## src/design/msq_defs.svh

```systemverilog
// register map, field positions, reset values and widths of the maintenance sequencer
`ifndef MSQ_DEFS_SVH
`define MSQ_DEFS_SVH

`define MSQ_AXI_AW        8
`define MSQ_MEM_AW        16
`define MSQ_MEM_DW        32

`define MSQ_CTRL_OFS      8'h00
`define MSQ_STAT_OFS      8'h04
`define MSQ_ROWSTART_OFS  8'h08
`define MSQ_ENDADDR_OFS   8'h0c
`define MSQ_CURADDR_OFS   8'h10
`define MSQ_CAPTURE_OFS   8'h14
`define MSQ_FAILADDR_OFS  8'h18

`define MSQ_CTRL_EXEC     0
`define MSQ_CTRL_SUSP     1
`define MSQ_CTRL_TRIG     2
`define MSQ_CTRL_FSIG     3
`define MSQ_CTRL_ESIG     4
`define MSQ_CTRL_MRST     5
`define MSQ_CTRL_MBIST_MODE_REQUEST     6
`define MSQ_CTRL_PROG_LO  8
`define MSQ_CTRL_PROG_HI  9
`define MSQ_CTRL_SKIP     12

`define MSQ_STAT_ACTIVE   0
`define MSQ_STAT_SUSP     1
`define MSQ_STAT_ENDED    2
`define MSQ_STAT_FAILED   3
`define MSQ_STAT_UNCORR   4

`define MSQ_ERR_CE_BIT    4
`define MSQ_ERR_UE_BIT    5

`define MSQ_ADDR_RST      16'h0000
`define MSQ_DATA_RST      32'h0000_0000

`define MSQ_PH_ISSUE      2'h0
`define MSQ_PH_GAP        2'h1
`define MSQ_PH_DATA       2'h2

`define MSQ_RESP_OKAY     2'h0
`define MSQ_RESP_SLVERR   2'h2

`endif

```

## src/design/msq_pkg.sv

```systemverilog
// types shared by the maintenance sequencer modules
package msq_pkg;

  typedef enum logic [1:0] {
    MSQ_PROG_SCRUB = 2'h0,
    MSQ_PROG_INIT  = 2'h1,
    MSQ_PROG_DUMP  = 2'h2,
    MSQ_PROG_RSVD  = 2'h3
  } msq_prog_t;

  // memory access path selector
  typedef enum logic [1:0] {
    MSQ_PATH_DIRECT  = 2'h0,
    MSQ_PATH_CODEGEN = 2'h1,
    MSQ_PATH_CHECK   = 2'h2,
    MSQ_PATH_CORRECT = 2'h3
  } msq_path_t;

  typedef enum logic [7:0] {
    MSQ_ST_IDLE  = 8'h01,
    MSQ_ST_CHECK = 8'h02,
    MSQ_ST_CORR  = 8'h04,
    MSQ_ST_WBACK = 8'h08,
    MSQ_ST_RECHK = 8'h10,
    MSQ_ST_DUMP  = 8'h20,
    MSQ_ST_SUSP  = 8'h40,
    MSQ_ST_NEXT  = 8'h80
  } msq_state_t;

  typedef struct packed {
    logic        ovr_s1;
    logic        ovr_s2;
    logic        exec_en;
    logic        susp_req;
    logic        trig_en;
    logic        fail_sig_en;
    logic        end_sig_en;
    logic        mod_reset;
    logic        mode_req;
    msq_prog_t   prog;
    logic        skip_flag;
    logic        skip_valid;
    logic        ended;
    logic        failed;
    logic        uncorr;
    logic [15:0] row_start;
    logic [15:0] end_addr;
    logic [15:0] cur_addr;
    logic [15:0] fail_addr;
    logic [31:0] capture;
    logic [31:0] corr_data;
    msq_state_t  state;
    logic [1:0]  phase;
    logic        mem_rd_en;
    logic        mem_wr_en;
    msq_path_t   mem_path;
    logic [15:0] mem_addr;
    logic [31:0] mem_wdata;
  } msq_core_t;

  typedef struct packed {
    logic        have_aw;
    logic        have_w;
    logic [7:0]  waddr;
    logic [31:0] wdata;
    logic [3:0]  wstrb;
    logic        bvalid;
    logic [1:0]  bresp;
    logic        rvalid;
    logic [31:0] rdata;
    logic [1:0]  rresp;
  } msq_axs_t;

endpackage : msq_pkg

```

## src/design/msq_reg_if.sv

```systemverilog
// register access strobes between the bus slave and the sequencer core
`timescale 1ns/1ns
interface msq_reg_if;
  logic        wr_stb;
  logic [7:0]  wr_addr;
  logic [31:0] wr_data;
  logic [3:0]  wr_strb;
  logic        wr_err;
  logic        rd_stb;
  logic [7:0]  rd_addr;
  logic [31:0] rd_data;
  logic        rd_err;

  modport bus  (output wr_stb, wr_addr, wr_data, wr_strb, rd_stb, rd_addr,
                input  wr_err, rd_data, rd_err);
  modport regs (input  wr_stb, wr_addr, wr_data, wr_strb, rd_stb, rd_addr,
                output wr_err, rd_data, rd_err);
endinterface : msq_reg_if

```

## src/design/msq_sequencer.sv

```systemverilog
// scrub, code-field init and dump sequencer for an ecc protected sram array
// Notes on behaviour
// - scrub reads each entry through check path first
// - single-bit error: corrected read, then write-back
// - error-free entries are never written back by scrub
// - uncorrectable error halts and flags test failure
// - first check sets skip flag without single-bit error
// - corrected read stalls until skip flag updated
// - recheck bit 4 after write-back, fail if set
// - init reads corrected, writes through code generation
// - init recheck fails on correctable or uncorrectable
// - init keeps already valid entries unchanged
// - trigger and suspend enable: each capture read advances dump
// - everything sampled and driven on rising aclk
// - system reset is active low
// - override high forces internal clock gates open
// - test-failed output only while signal enable set
`timescale 1ns/1ns
`include "msq_defs.svh"
module msq_sequencer (
  // clock, reset, enable
  input  wire logic                   aclk,
  input  wire logic                   aresetn,
  input  wire logic                   ce,
  input  wire logic                   test_clock_gate_override,
  // axi4-lite write
  input  wire logic [7:0]             awaddr,
  input  wire logic                   awvalid,
  output logic                        awready,
  input  wire logic [31:0]            wdata,
  input  wire logic [3:0]             wstrb,
  input  wire logic                   wvalid,
  output logic                        wready,
  output logic [1:0]                  bresp,
  output logic                        bvalid,
  input  wire logic                   bready,
  // axi4-lite read
  input  wire logic [7:0]             araddr,
  input  wire logic                   arvalid,
  output logic                        arready,
  output logic [31:0]                 rdata,
  output logic [1:0]                  rresp,
  output logic                        rvalid,
  input  wire logic                   rready,
  // memory transaction port
  output logic                        mem_read_en,
  output logic                        mem_write_en,
  output msq_pkg::msq_path_t          mem_path,
  output logic [15:0]                 mem_addr,
  output logic [31:0]                 mem_wdata,
  input  wire logic [31:0]            mem_rdata,
  // core mode control and status
  output logic                        mbist_module_reset,
  output logic                        mbist_mode_request,
  output logic                        test_active,
  output logic                        test_ended,
  output logic                        test_failed
);
  import msq_pkg::*;

  msq_core_t c_r;
  msq_core_t c_nxt;
  msq_reg_if rif ();

  logic        start;
  logic        seq_gate;
  logic        cap_read;
  logic        last_addr;
  logic [31:0] ctrl_val;
  logic [31:0] stat_val;
  logic [31:0] wmask;

  msq_axil_slave u_axs (
    .aclk    (aclk),
    .aresetn (aresetn),
    .ce      (ce),
    .awaddr  (awaddr),
    .awvalid (awvalid),
    .awready (awready),
    .wdata   (wdata),
    .wstrb   (wstrb),
    .wvalid  (wvalid),
    .wready  (wready),
    .bresp   (bresp),
    .bvalid  (bvalid),
    .bready  (bready),
    .araddr  (araddr),
    .arvalid (arvalid),
    .arready (arready),
    .rdata   (rdata),
    .rresp   (rresp),
    .rvalid  (rvalid),
    .rready  (rready),
    .rif     (rif.bus)
  );

  ////////////////////////////////////////////////////////////////////////////
  // register views and decode

  always_comb
  begin
    ctrl_val = '0;
    ctrl_val[`MSQ_CTRL_EXEC] = c_r.exec_en;
    ctrl_val[`MSQ_CTRL_SUSP] = c_r.susp_req;
    ctrl_val[`MSQ_CTRL_TRIG] = c_r.trig_en;
    ctrl_val[`MSQ_CTRL_FSIG] = c_r.fail_sig_en;
    ctrl_val[`MSQ_CTRL_ESIG] = c_r.end_sig_en;
    ctrl_val[`MSQ_CTRL_MRST] = c_r.mod_reset;
    ctrl_val[`MSQ_CTRL_MBIST_MODE_REQUEST] = c_r.mode_req;
    ctrl_val[`MSQ_CTRL_PROG_HI:`MSQ_CTRL_PROG_LO] = c_r.prog;
    ctrl_val[`MSQ_CTRL_SKIP] = c_r.skip_flag;
    stat_val = '0;
    stat_val[`MSQ_STAT_ACTIVE] = c_r.state != MSQ_ST_IDLE;
    stat_val[`MSQ_STAT_SUSP]   = c_r.state == MSQ_ST_SUSP;
    stat_val[`MSQ_STAT_ENDED]  = c_r.ended;
    stat_val[`MSQ_STAT_FAILED] = c_r.failed;
    stat_val[`MSQ_STAT_UNCORR] = c_r.uncorr;
  end

  always_comb
  begin
    rif.rd_err  = 1'b0;
    rif.rd_data = '0;
    unique case (rif.rd_addr)
      `MSQ_CTRL_OFS:     rif.rd_data = ctrl_val;
      `MSQ_STAT_OFS:     rif.rd_data = stat_val;
      `MSQ_ROWSTART_OFS: rif.rd_data = {16'h0000, c_r.row_start};
      `MSQ_ENDADDR_OFS:  rif.rd_data = {16'h0000, c_r.end_addr};
      `MSQ_CURADDR_OFS:  rif.rd_data = {16'h0000, c_r.cur_addr};
      `MSQ_CAPTURE_OFS:  rif.rd_data = c_r.capture;
      `MSQ_FAILADDR_OFS: rif.rd_data = {16'h0000, c_r.fail_addr};
      default:           rif.rd_err  = 1'b1;
    endcase
  end

  // cur_addr, capture and fail_addr are read-only: writes answer slverr
  always_comb
  begin
    unique case (rif.wr_addr)
      `MSQ_CTRL_OFS, `MSQ_STAT_OFS, `MSQ_ROWSTART_OFS, `MSQ_ENDADDR_OFS:
        rif.wr_err = 1'b0;
      default:
        rif.wr_err = 1'b1;
    endcase
  end

  // byte lanes expanded from the write strobes
  always_comb
  begin
    for (int i = 0; i < 4; i++)
      wmask[8*i +: 8] = {8{rif.wr_strb[i]}};
  end

  assign cap_read  = rif.rd_stb && rif.rd_addr == `MSQ_CAPTURE_OFS;
  assign last_addr = c_r.cur_addr == c_r.end_addr;
  assign start     = rif.wr_stb && rif.wr_addr == `MSQ_CTRL_OFS && rif.wr_strb[0]
                     && rif.wr_data[`MSQ_CTRL_EXEC] && c_r.state == MSQ_ST_IDLE;
  // architectural gate: the sequencer only clocks while busy unless forced
  assign seq_gate  = c_r.state != MSQ_ST_IDLE || start || c_r.ovr_s2;

  ////////////////////////////////////////////////////////////////////////////
  // next state

  always_comb
  begin
    c_nxt = c_r;
    c_nxt.ovr_s1 = test_clock_gate_override;
    c_nxt.ovr_s2 = c_r.ovr_s1;

    // software writes first so that hardware sets below win
    if (rif.wr_stb)
    begin
      unique case (rif.wr_addr)
        `MSQ_CTRL_OFS:
        begin
          if (rif.wr_strb[0])
          begin
            c_nxt.exec_en     = rif.wr_data[`MSQ_CTRL_EXEC];
            c_nxt.susp_req    = rif.wr_data[`MSQ_CTRL_SUSP];
            c_nxt.trig_en     = rif.wr_data[`MSQ_CTRL_TRIG];
            c_nxt.fail_sig_en = rif.wr_data[`MSQ_CTRL_FSIG];
            c_nxt.end_sig_en  = rif.wr_data[`MSQ_CTRL_ESIG];
            c_nxt.mod_reset   = rif.wr_data[`MSQ_CTRL_MRST];
            c_nxt.mode_req    = rif.wr_data[`MSQ_CTRL_MBIST_MODE_REQUEST];
          end
          if (rif.wr_strb[1] && c_r.state == MSQ_ST_IDLE)
            c_nxt.prog = msq_prog_t'(rif.wr_data[`MSQ_CTRL_PROG_HI:`MSQ_CTRL_PROG_LO]);
        end
        `MSQ_STAT_OFS:
        begin
          if (rif.wr_strb[0] && rif.wr_data[`MSQ_STAT_ENDED])
            c_nxt.ended = 1'b0;
          if (rif.wr_strb[0] && rif.wr_data[`MSQ_STAT_FAILED])
          begin
            c_nxt.failed = 1'b0;
            c_nxt.uncorr = 1'b0;
          end
        end
        `MSQ_ROWSTART_OFS:
          c_nxt.row_start = (c_r.row_start & ~wmask[15:0]) | (rif.wr_data[15:0] & wmask[15:0]);
        `MSQ_ENDADDR_OFS:
          c_nxt.end_addr = (c_r.end_addr & ~wmask[15:0]) | (rif.wr_data[15:0] & wmask[15:0]);
        default:
          c_nxt.exec_en = c_r.exec_en;
      endcase
    end

    if (seq_gate)
    begin
      // enables are single-cycle pulses unless an abort lands in the issuing cycle, which holds one high while idle
      c_nxt.mem_rd_en = 1'b0;
      c_nxt.mem_wr_en = 1'b0;
      unique case (c_r.state)
        MSQ_ST_IDLE:
        begin
          if (start)
          begin
            c_nxt.cur_addr   = c_r.row_start;
            c_nxt.skip_flag  = 1'b0;
            c_nxt.skip_valid = 1'b0;
            c_nxt.ended      = 1'b0;
            c_nxt.phase      = `MSQ_PH_ISSUE;
            // program select written with the start bit counts already
            unique case (c_nxt.prog)
              MSQ_PROG_SCRUB: c_nxt.state = MSQ_ST_CHECK;
              MSQ_PROG_INIT:  c_nxt.state = MSQ_ST_CORR;
              default:        c_nxt.state = MSQ_ST_DUMP;
            endcase
          end
        end
        MSQ_ST_CHECK:
        begin
          unique case (c_r.phase)
            `MSQ_PH_ISSUE:
            begin
              c_nxt.mem_rd_en = 1'b1;
              c_nxt.mem_path  = MSQ_PATH_CHECK;
              c_nxt.mem_addr  = c_r.cur_addr;
              c_nxt.phase     = `MSQ_PH_GAP;
            end
            `MSQ_PH_GAP:
              c_nxt.phase = `MSQ_PH_DATA;
            default:
            begin
              c_nxt.phase = `MSQ_PH_ISSUE;
              if (mem_rdata[`MSQ_ERR_UE_BIT])
              begin
                c_nxt.failed    = 1'b1;
                c_nxt.uncorr    = 1'b1;
                c_nxt.fail_addr = c_r.cur_addr;
                c_nxt.state     = MSQ_ST_IDLE;
              end
              else
              begin
                c_nxt.skip_flag  = !mem_rdata[`MSQ_ERR_CE_BIT];
                c_nxt.skip_valid = 1'b1;
                c_nxt.state      = MSQ_ST_CORR;
              end
            end
          endcase
        end
        MSQ_ST_CORR:
        begin
          unique case (c_r.phase)
            `MSQ_PH_ISSUE:
            begin
              // scrub waits for the check result before it may read
              if (c_r.prog == MSQ_PROG_SCRUB && !c_r.skip_valid)
                c_nxt.phase = `MSQ_PH_ISSUE;
              else if (c_r.prog == MSQ_PROG_SCRUB && c_r.skip_flag)
                c_nxt.state = MSQ_ST_NEXT;
              else
              begin
                c_nxt.mem_rd_en = 1'b1;
                c_nxt.mem_path  = MSQ_PATH_CORRECT;
                c_nxt.mem_addr  = c_r.cur_addr;
                c_nxt.phase     = `MSQ_PH_GAP;
              end
            end
            `MSQ_PH_GAP:
              c_nxt.phase = `MSQ_PH_DATA;
            default:
            begin
              c_nxt.corr_data = mem_rdata;
              c_nxt.phase     = `MSQ_PH_ISSUE;
              c_nxt.state     = MSQ_ST_WBACK;
            end
          endcase
        end
        MSQ_ST_WBACK:
        begin
          if (c_r.phase == `MSQ_PH_ISSUE)
          begin
            // corrected value back through code generation keeps valid data intact
            c_nxt.mem_wr_en = 1'b1;
            c_nxt.mem_path  = MSQ_PATH_CODEGEN;
            c_nxt.mem_addr  = c_r.cur_addr;
            c_nxt.mem_wdata = c_r.corr_data;
            c_nxt.phase     = `MSQ_PH_GAP;
          end
          else
          begin
            c_nxt.phase = `MSQ_PH_ISSUE;
            c_nxt.state = MSQ_ST_RECHK;
          end
        end
        MSQ_ST_RECHK:
        begin
          unique case (c_r.phase)
            `MSQ_PH_ISSUE:
            begin
              c_nxt.mem_rd_en = 1'b1;
              c_nxt.mem_path  = MSQ_PATH_CHECK;
              c_nxt.mem_addr  = c_r.cur_addr;
              c_nxt.phase     = `MSQ_PH_GAP;
            end
            `MSQ_PH_GAP:
              c_nxt.phase = `MSQ_PH_DATA;
            default:
            begin
              c_nxt.phase = `MSQ_PH_ISSUE;
              c_nxt.state = MSQ_ST_NEXT;
              if (mem_rdata[`MSQ_ERR_CE_BIT]
                  || (c_r.prog == MSQ_PROG_INIT && mem_rdata[`MSQ_ERR_UE_BIT]))
              begin
                c_nxt.failed    = 1'b1;
                c_nxt.uncorr    = mem_rdata[`MSQ_ERR_UE_BIT];
                c_nxt.fail_addr = c_r.cur_addr;
                c_nxt.state     = MSQ_ST_IDLE;
              end
            end
          endcase
        end
        MSQ_ST_DUMP:
        begin
          unique case (c_r.phase)
            `MSQ_PH_ISSUE:
            begin
              c_nxt.mem_rd_en = 1'b1;
              c_nxt.mem_path  = MSQ_PATH_DIRECT;
              c_nxt.mem_addr  = c_r.cur_addr;
              c_nxt.phase     = `MSQ_PH_GAP;
            end
            `MSQ_PH_GAP:
              c_nxt.phase = `MSQ_PH_DATA;
            default:
            begin
              c_nxt.capture = mem_rdata;
              c_nxt.phase   = `MSQ_PH_ISSUE;
              // with trigger and suspend set, the prefetched entry waits for the next capture read
              c_nxt.state   = (c_r.trig_en && c_r.susp_req) ? MSQ_ST_SUSP : MSQ_ST_NEXT;
            end
          endcase
        end
        MSQ_ST_SUSP:
        begin
          if (cap_read || !c_r.susp_req)
            c_nxt.state = MSQ_ST_NEXT;
        end
        default:
        begin
          c_nxt.skip_valid = 1'b0;
          c_nxt.phase      = `MSQ_PH_ISSUE;
          if (last_addr)
          begin
            c_nxt.ended = 1'b1;
            c_nxt.state = MSQ_ST_IDLE;
          end
          else
          begin
            c_nxt.cur_addr = c_r.cur_addr + 16'h0001;
            unique case (c_r.prog)
              MSQ_PROG_SCRUB: c_nxt.state = MSQ_ST_CHECK;
              MSQ_PROG_INIT:  c_nxt.state = MSQ_ST_CORR;
              default:        c_nxt.state = MSQ_ST_DUMP;
            endcase
          end
        end
      endcase
      // clearing the enable aborts a running program
      if (!c_nxt.exec_en && c_r.state != MSQ_ST_IDLE)
        c_nxt.state = MSQ_ST_IDLE;
    end
  end

  ////////////////////////////////////////////////////////////////////////////
  // state register: synchronous active-low reset, ce freezes everything

  always_ff @(posedge aclk)
  begin
    if (!aresetn)
    begin
      c_r           <= '0;
      c_r.prog      <= MSQ_PROG_SCRUB;
      c_r.state     <= MSQ_ST_IDLE;
      c_r.mem_path  <= MSQ_PATH_DIRECT;
      c_r.row_start <= `MSQ_ADDR_RST;
      c_r.end_addr  <= `MSQ_ADDR_RST;
      c_r.capture   <= `MSQ_DATA_RST;
    end
    else if (ce)
      c_r <= c_nxt;
  end

  assign mem_read_en        = c_r.mem_rd_en;
  assign mem_write_en       = c_r.mem_wr_en;
  assign mem_path           = c_r.mem_path;
  assign mem_addr           = c_r.mem_addr;
  assign mem_wdata          = c_r.mem_wdata;
  assign mbist_module_reset = c_r.mod_reset;
  assign mbist_mode_request = c_r.mode_req;
  assign test_active        = c_r.state != MSQ_ST_IDLE;
  assign test_ended         = c_r.ended && c_r.end_sig_en;
  assign test_failed        = c_r.failed && c_r.fail_sig_en;

endmodule : msq_sequencer

```

## src/design/msq_axil_slave.sv

```systemverilog
// axi4-lite slave front end that turns channel handshakes into register strobes
`timescale 1ns/1ns
`include "msq_defs.svh"
module msq_axil_slave (
  // clock, reset, enable
  input  wire logic        aclk,
  input  wire logic        aresetn,
  input  wire logic        ce,
  // write address and data
  input  wire logic [7:0]  awaddr,
  input  wire logic        awvalid,
  output logic             awready,
  input  wire logic [31:0] wdata,
  input  wire logic [3:0]  wstrb,
  input  wire logic        wvalid,
  output logic             wready,
  // write response
  output logic [1:0]       bresp,
  output logic             bvalid,
  input  wire logic        bready,
  // read address and data
  input  wire logic [7:0]  araddr,
  input  wire logic        arvalid,
  output logic             arready,
  output logic [31:0]      rdata,
  output logic [1:0]       rresp,
  output logic             rvalid,
  input  wire logic        rready,
  // register side
  msq_reg_if.bus           rif
);
  import msq_pkg::*;

  msq_axs_t s_r;
  msq_axs_t s_nxt;

  // one write and one read outstanding; ce low stalls every channel
  assign awready = ce && !s_r.have_aw && !s_r.bvalid;
  assign wready  = ce && !s_r.have_w && !s_r.bvalid;
  assign arready = ce && !s_r.rvalid;

  assign bresp  = s_r.bresp;
  assign bvalid = s_r.bvalid;
  assign rdata  = s_r.rdata;
  assign rresp  = s_r.rresp;
  assign rvalid = s_r.rvalid;

  assign rif.wr_stb  = ce && s_r.have_aw && s_r.have_w && !s_r.bvalid;
  assign rif.wr_addr = s_r.waddr;
  assign rif.wr_data = s_r.wdata;
  assign rif.wr_strb = s_r.wstrb;
  assign rif.rd_stb  = arvalid && arready;
  assign rif.rd_addr = araddr;

  ////////////////////////////////////////////////////////////////////////////
  always_comb
  begin
    s_nxt = s_r;
    if (awvalid && awready)
    begin
      s_nxt.have_aw = 1'b1;
      s_nxt.waddr   = awaddr;
    end
    if (wvalid && wready)
    begin
      s_nxt.have_w = 1'b1;
      s_nxt.wdata  = wdata;
      s_nxt.wstrb  = wstrb;
    end
    if (rif.wr_stb)
    begin
      s_nxt.have_aw = 1'b0;
      s_nxt.have_w  = 1'b0;
      s_nxt.bvalid  = 1'b1;
      s_nxt.bresp   = rif.wr_err ? `MSQ_RESP_SLVERR : `MSQ_RESP_OKAY;
    end
    if (ce && s_r.bvalid && bready)
      s_nxt.bvalid = 1'b0;
    if (ce && s_r.rvalid && rready)
      s_nxt.rvalid = 1'b0;
    if (rif.rd_stb)
    begin
      s_nxt.rvalid = 1'b1;
      s_nxt.rdata  = rif.rd_data;
      s_nxt.rresp  = rif.rd_err ? `MSQ_RESP_SLVERR : `MSQ_RESP_OKAY;
    end
  end

  always_ff @(posedge aclk)
  begin
    if (!aresetn)
      s_r <= '0;
    else if (ce)
      s_r <= s_nxt;
  end

endmodule : msq_axil_slave

```

## config.mk

```make
export PLATFORM = sky130hd
export DESIGN_NAME = msq_sequencer
export DESIGN_NICKNAME = d
export VERILOG_FILES = /design/src/design/msq_pkg.sv /design/src/design/msq_reg_if.sv /design/src/design/msq_sequencer.sv /design/src/design/msq_axil_slave.sv
export VERILOG_INCLUDE_DIRS = /design/src /design/src/design
export SDC_FILE = /design/constraint.sdc
export NUM_CORES = 1
export LEC_CHECK = 0
export ABC_AREA = 1
export BUFFER_PORTS_ARGS = -buffer_cell sky130_fd_sc_hd__buf_4
export CAP_MARGIN = 20
export CORE_ASPECT_RATIO = 1.75
export CORE_MARGIN = 4
export CORE_UTILIZATION = 60
export DETAILED_ROUTE_END_ITERATION = 7
export PLACE_DENSITY = 0.93
export SLEW_MARGIN = 40
export SYNTH_ARGS = -nofsm -noshare
export SYNTH_HDL_FRONTEND = slang
export SYNTH_HIERARCHICAL = 1
export SYNTH_SLANG_ARGS = --single-unit
```

## constraint.sdc

```tcl
create_clock -name aclk -period 4.35 [get_ports aclk]
set_input_delay 1.305 -clock aclk [delete_from_list [all_inputs] [get_ports aclk]]
set_output_delay 1.305 -clock aclk [all_outputs]
set_load 0.03 [all_outputs]
```

==> results.sh, run 1 <==
export IMPL_grtUsageTotal_pct=30.2
export IMPL_antenna_found_initial=0
export IMPL_grt_pass1_wl_mm=60.8
export IMPL_rrSetupSlack_ns=1.88
export IMPL_clkLatencyLatePin_ns=0.55
export IMPL_wire_per_inst_um=17.5
export IMPL_rows=72
export IMPL_min_from="c_r[116]$_SDFFE_PN0P_"
export IMPL_tritoncts="built"
export IMPL_vias=12900
export IMPL_tns_ns=0
export IMPL_drc=6
export IMPL_grt_start_max_net_pins=99
export IMPL_worstPathArrival_ns=2.15
export IMPL_fin_crit_sh_pct=79.3
export IMPL_synth_cells=1963
export IMPL_grt_overflow=0
export IMPL_first_global_vias=11800
export IMPL_violations="design-rule violations"
export IMPL_cts_setup_buffers=0
export IMPL_tightest_slew_ns=0.839
export IMPL_cp_max_fo=25
export IMPL_clkTransAtPathRegs_ns=0.07
export IMPL_r2r_start="c_r[60]$_SDFFE_PN0P_"
export IMPL_cp_end_kind="output pin"
export IMPL_synth_area_per_cell_um2=6.91
export IMPL_vias_per_cell=5.71
export IMPL_hpwl_mm=28.0
export IMPL_final_net_count=2045
export IMPL_rsz0062_at_grt="false"
export IMPL_crit_required_ns=3.04
export IMPL_cts_buffers=25
export IMPL_dieHeight_um=207
export IMPL_routed_wl_mm=39.7
export IMPL_core_area_um2=22200
export IMPL_fin_util_pct=66.5
export IMPL_synth_warnings=6
export IMPL_ant_nets=0
export IMPL_initial_utilization_pct=61.2
export IMPL_setup_viol=0
export IMPL_min_path_type="flip-flop to flip-flop"
export IMPL_maxSlewHeadroom_pct=44.1
export IMPL_crit_path_start_kind="flip-flop"
export IMPL_powerDensity_nw_per_um2=485
export IMPL_die_w_um=122
export IMPL_io_pins=191
export IMPL_clk_path_buf_depth=3
export IMPL_p_leak_nw=6.47
export IMPL_cts_sinks=270
export IMPL_drtIter0Drc=1352
export IMPL_ir_drop_v=0.000279
export IMPL_port_buffers=170
export IMPL_hold_viol=0
export IMPL_hold_path_depth=2
export IMPL_syn_cell_area_um2=13600
export IMPL_drive_gt1_share_pct=15.1
export IMPL_drv_slew=0
export IMPL_maxCapViolCount=0
export IMPL_ctsHoldBuffers=0
export IMPL_die_area_um2=25200
export IMPL_place_congestion=1.02
export IMPL_fmax_ghz=0.290
export IMPL_r2r_worst_path_cells=9
export IMPL_skew_ns=0.0179
export IMPL_syn_to_final_growth_pct=8.70
export IMPL_htree_levels=1
export IMPL_status="finished, violations left"
export IMPL_reg2reg_to="mem_wdata[6]$_SDFFE_PN0P_"
export IMPL_min_period_ns=3.45
export IMPL_path_class="flip-flop to output pin"
export IMPL_root_buffer="clkbuf_16"
export IMPL_cts_resized=0
export IMPL_first_pass_iters=8
export IMPL_min_to="c_r[116]$_SDFFE_PN0P_"
## final cells by class
class,count,area [um^2]
antenna,2,5.00
multi-input combinational,1276,5950
sequential,270,5410
timing repair buffer,185,1390
clock inverter,12,168
fill,1853,7420
inverter,193,742
tap,296,370
clock buffer,33,706
## worst max-delay path, stage by stage, from the launching register on
cell and delay, ns:
dfxtp_1 0.34, nor2_1 0.15, nand3_1 0.15, nor2_4 0.10, buf_4 0.31, inv_2 0.29, buf_4 0.26
## stage by stage
step | cells | setup slack [ns] | total power, mW | hold WS [ns] | area (um^2)
5_1_grt | 2265 | 0.827 | 7.42 | 0.483 | 14700
6_report | 2267 | 0.899 | 7.14 | 0.460 | 14700
2_1_floorplan | 1964 | 1.14 | 4.37 | 0.430 | 13600
3_5_place_dp | 2220 | 0.775 | 4.80 | 0.448 | 13900
4_1_cts | 2265 | 0.924 | 7.09 | 0.458 | 14700
3_3_place_gp | 2220 | 0.878 | 4.76 | 0.442 | 13900
## per-layer routing
metal / track usage [%] / up-vias / wire length [um]
li1: - / 6161 / -
met1: 34.5 / 5874 / 14000
met2: 52.6 / 731 / 19500
met3: 3.98 / 183 / 3150
met4: 19.6 / 0 / 3040
met5: 0 / - / 0
## report_power, final
part           internal (mW)  switching [mW]  total [mW]  leakage [nW]
Combinational          0.598            1.35        1.94          3.86
Clock                   1.34            1.01        2.35         0.429
Sequential              2.63           0.221        2.85          2.19
Total                   4.56            2.58        7.14          6.47
## layout by cell type (no fill, tap or decap), types with 3 or more instances in the layout
| cell | instances |
|---|---|
| o2111ai_1 | 5 |
| nand2_4 | 9 |
| o22ai_1 | 8 |
| clkbuf_1 | 3 |
| xor2_1 | 5 |
| inv_2 | 18 |
| a21oi_1 | 175 |
| dfxtp_1 | 270 |
| inv_1 | 164 |
| nor2_1 | 300 |
| nand3_1 | 113 |
| nand2_2 | 8 |
| nor2_2 | 10 |
| nor2_8 | 3 |
| o211ai_1 | 3 |
| clkinv_4 | 3 |
| clkinv_2 | 5 |
| nand3_4 | 3 |
| clkinv_1 | 6 |
| buf_4 | 184 |
| a221oi_1 | 9 |
| nor3_1 | 10 |
| nand2_1 | 378 |
| o21ai_0 | 140 |
| nor2_4 | 7 |
| nand4_1 | 41 |
| a31oi_1 | 5 |
| o21ai_1 | 27 |
| clkbuf_16 | 25 |
| clkbuf_8 | 5 |
| bufinv_16 | 3 |
## how the worst max path moves through the flow
stage	startpoint	to	slack (ns)	cells after the start
after CTS	c_r[57]$_SDFFE_PN0P_	test_active	0.92	6
after global placement	ce	mem_addr[8]$_SDFFE_PN0P_	0.88	13
after detailed placement	ce	mem_addr[10]$_SDFFE_PN0P_	0.78	13
after global routing	c_r[57]$_SDFFE_PN0P_	test_active	0.83	6
final	c_r[57]$_SDFFE_PN0P_	test_active	0.90	6
after floorplan	ce	arready	1.14	3
(Power assumes the default switching activity.)
==> inputs of run 2 (changes only) <==
--- a/config.mk
+++ b/config.mk
@@ -11,9 +11,9 @@
 export CAP_MARGIN = 20
 export CORE_ASPECT_RATIO = 1.75
 export CORE_MARGIN = 4
-export CORE_UTILIZATION = 60
+export CORE_UTILIZATION = 53
 export DETAILED_ROUTE_END_ITERATION = 7
-export PLACE_DENSITY = 0.93
+export PLACE_DENSITY = 0.88
 export SLEW_MARGIN = 40
 export SYNTH_ARGS = -nofsm -noshare
 export SYNTH_HDL_FRONTEND = slang
==> constraint.sdc (replaced) <==
create_clock -name aclk -period 2.93 [get_ports aclk]
set_input_delay 0.879 -clock aclk [delete_from_list [all_inputs] [get_ports aclk]]
set_output_delay 0.879 -clock aclk [all_outputs]
set_load 0.03 [all_outputs]
==> results.sh, run 2 (same netlist as run 1, synthesis figures left out) <==
export IMPL_status="complete, no violations"
export IMPL_core_area_um2=25200
export IMPL_htree_levels=1
export IMPL_tritoncts="built"
export IMPL_drtIter0Drc=1265
export IMPL_grtUsageTotal_pct=27.7
export IMPL_wire_per_inst_um=17.4
export IMPL_cts_sinks=270
export IMPL_place_ws_ns=0.162
export IMPL_cts_resized=0
export IMPL_critPathBufInv=2
export IMPL_first_pass_iters=6
export IMPL_io_pins=191
export IMPL_min_period_ns=2.69
export IMPL_setup_ws_ns=0.236
export IMPL_maxCapViolCount=0
export IMPL_clk_path_buf_depth=3
export IMPL_dieHeight_um=220
export IMPL_antenna_found_initial=0
export IMPL_cp_end_kind="output pin"
export IMPL_setup_viol=0
export IMPL_final_common_cell="nand2_1"
export IMPL_root_buffer="clkbuf_16"
export IMPL_antenna_cells=0
export IMPL_most_common_layout_cells="378 x nand2_1, 300 x nor2_1, 270 x dfxtp_1, 197 x buf_4, 175 x a21oi_1"
export IMPL_rsz0062_at_grt="false"
export IMPL_top_layer="met4"
export IMPL_vias_per_cell=5.53
export IMPL_ant_nets=0
export IMPL_final_net_count=2058
export IMPL_grt_pass1_wl_mm=62.8
export IMPL_m1WireLength_mm=14.6
export IMPL_critical_path_slowest_cell="dfxtp_1"
export IMPL_rows=77
export IMPL_die_area_um2=28300
export IMPL_wl_met3_mm=2.64
export IMPL_clkLatencyLatePin_ns=0.54
export IMPL_port_buffers=170
export IMPL_drv_slew=0
export IMPL_crit_required_ns=2.05
export IMPL_worstPathArrival_ns=1.82
export IMPL_path_delay_family="buffers and inverters"
export IMPL_cts_buffers=24
export IMPL_first_global_vias=12200
export IMPL_cts_setup_buffers=0
export IMPL_drc=0
export IMPL_powerDensity_nw_per_um2=702
export IMPL_skew_ns=0.0179
export IMPL_tns_ns=0
export IMPL_fmax_ghz=0.371
export IMPL_ir_drop_v=0.000407
export IMPL_routed_wl_mm=40.0
export IMPL_finalInstanceArea_um2=14800
export IMPL_vias=12700
export IMPL_hpwl_mm=29.4
export IMPL_clkTransAtPathRegs_ns=0.07
export IMPL_initial_utilization_pct=53.7
export IMPL_crit_path_cell_trace="nor2_2 -> nand2_4 -> nor2_4 -> inv_2 -> buf_4"
export IMPL_crit_path_start_kind="flip-flop"
export IMPL_syn_to_final_growth_pct=9.23
export IMPL_placement_cell_area_um2=14000
export IMPL_tightest_slew_ns=0.551
export IMPL_grt_overflow=0
export IMPL_ctsHoldBuffers=0
export IMPL_min_path_type="flip-flop to flip-flop"
export IMPL_cp_max_fo=24
export IMPL_wl_met2_mm=19.6
export IMPL_place_congestion=0.959
export IMPL_hold_viol=0
export IMPL_die_w_um=129
export IMPL_fin_util_pct=58.7
export IMPL_drive_gt1_share_pct=15.6
export IMPL_fin_crit_sh_pct=92.0
export IMPL_maxSlewHeadroom_pct=63.2
export IMPL_p_leak_nw=6.50
export IMPL_grt_start_max_net_pins=96
export IMPL_max_stage_delay_ns=0.41
export IMPL_path_class="flip-flop to output pin"
run 2: layer usage:
metal	vias up	GRT usage [%]
met4	0	19.6
met2	547	46.5
met5	-	0
met1	5801	32.2
met3	164	3.44
li1	6184	-
run 2: tightest hold or removal path, cell delays in order (launching register included):
cell	delay [ns]
dfxtp_1	0.30
inv_1	0.06
a21oi_1	0.06
run 2: final timing paths:
check / start / end / slack [ns] / cells past startpoint
hold reg to reg: c_r[111]$_SDFFE_PN0P_ / c_r[111]$_SDFFE_PN0P_ / 0.46 / 2
hold / removal: c_r[111]$_SDFFE_PN0P_ / c_r[111]$_SDFFE_PN0P_ / 0.46 / 2
setup / recovery: c_r[60]$_SDFFE_PN0P_ / test_active / 0.24 / 5
setup reg to reg: c_r[147]$_SDFFE_PN0P_ / c_r[142]$_SDFFE_PN0P_ / 0.57 / 13
run 2: layout make-up:
type	instances	area, um^2
Fill cell	2294	10400
Multi-Input combinational cell	1276	5950
Sequential cell	270	5410
Timing Repair Buffer	199	1520
Inverter	193	742
Clock buffer	31	667
Tap cell	316	395
Clock inverter	12	131
run 2: per-stage QoR:
stage	cells	power (mW)	hold WS, ns
after floorplan	1964	6.49	0.430
after global placement	2254	7.11	0.439
after detailed placement	2254	7.17	0.449
after CTS	2297	10.4	0.460
after global routing	2297	10.9	0.480
final	2297	10.4	0.464
run 2: power by group:
part,total (mW),switching (mW),internal [mW]
clock,3.23,1.43,1.79
combinational,2.95,2.04,0.910
sequential,4.22,0.312,3.90
total,10.4,3.78,6.61
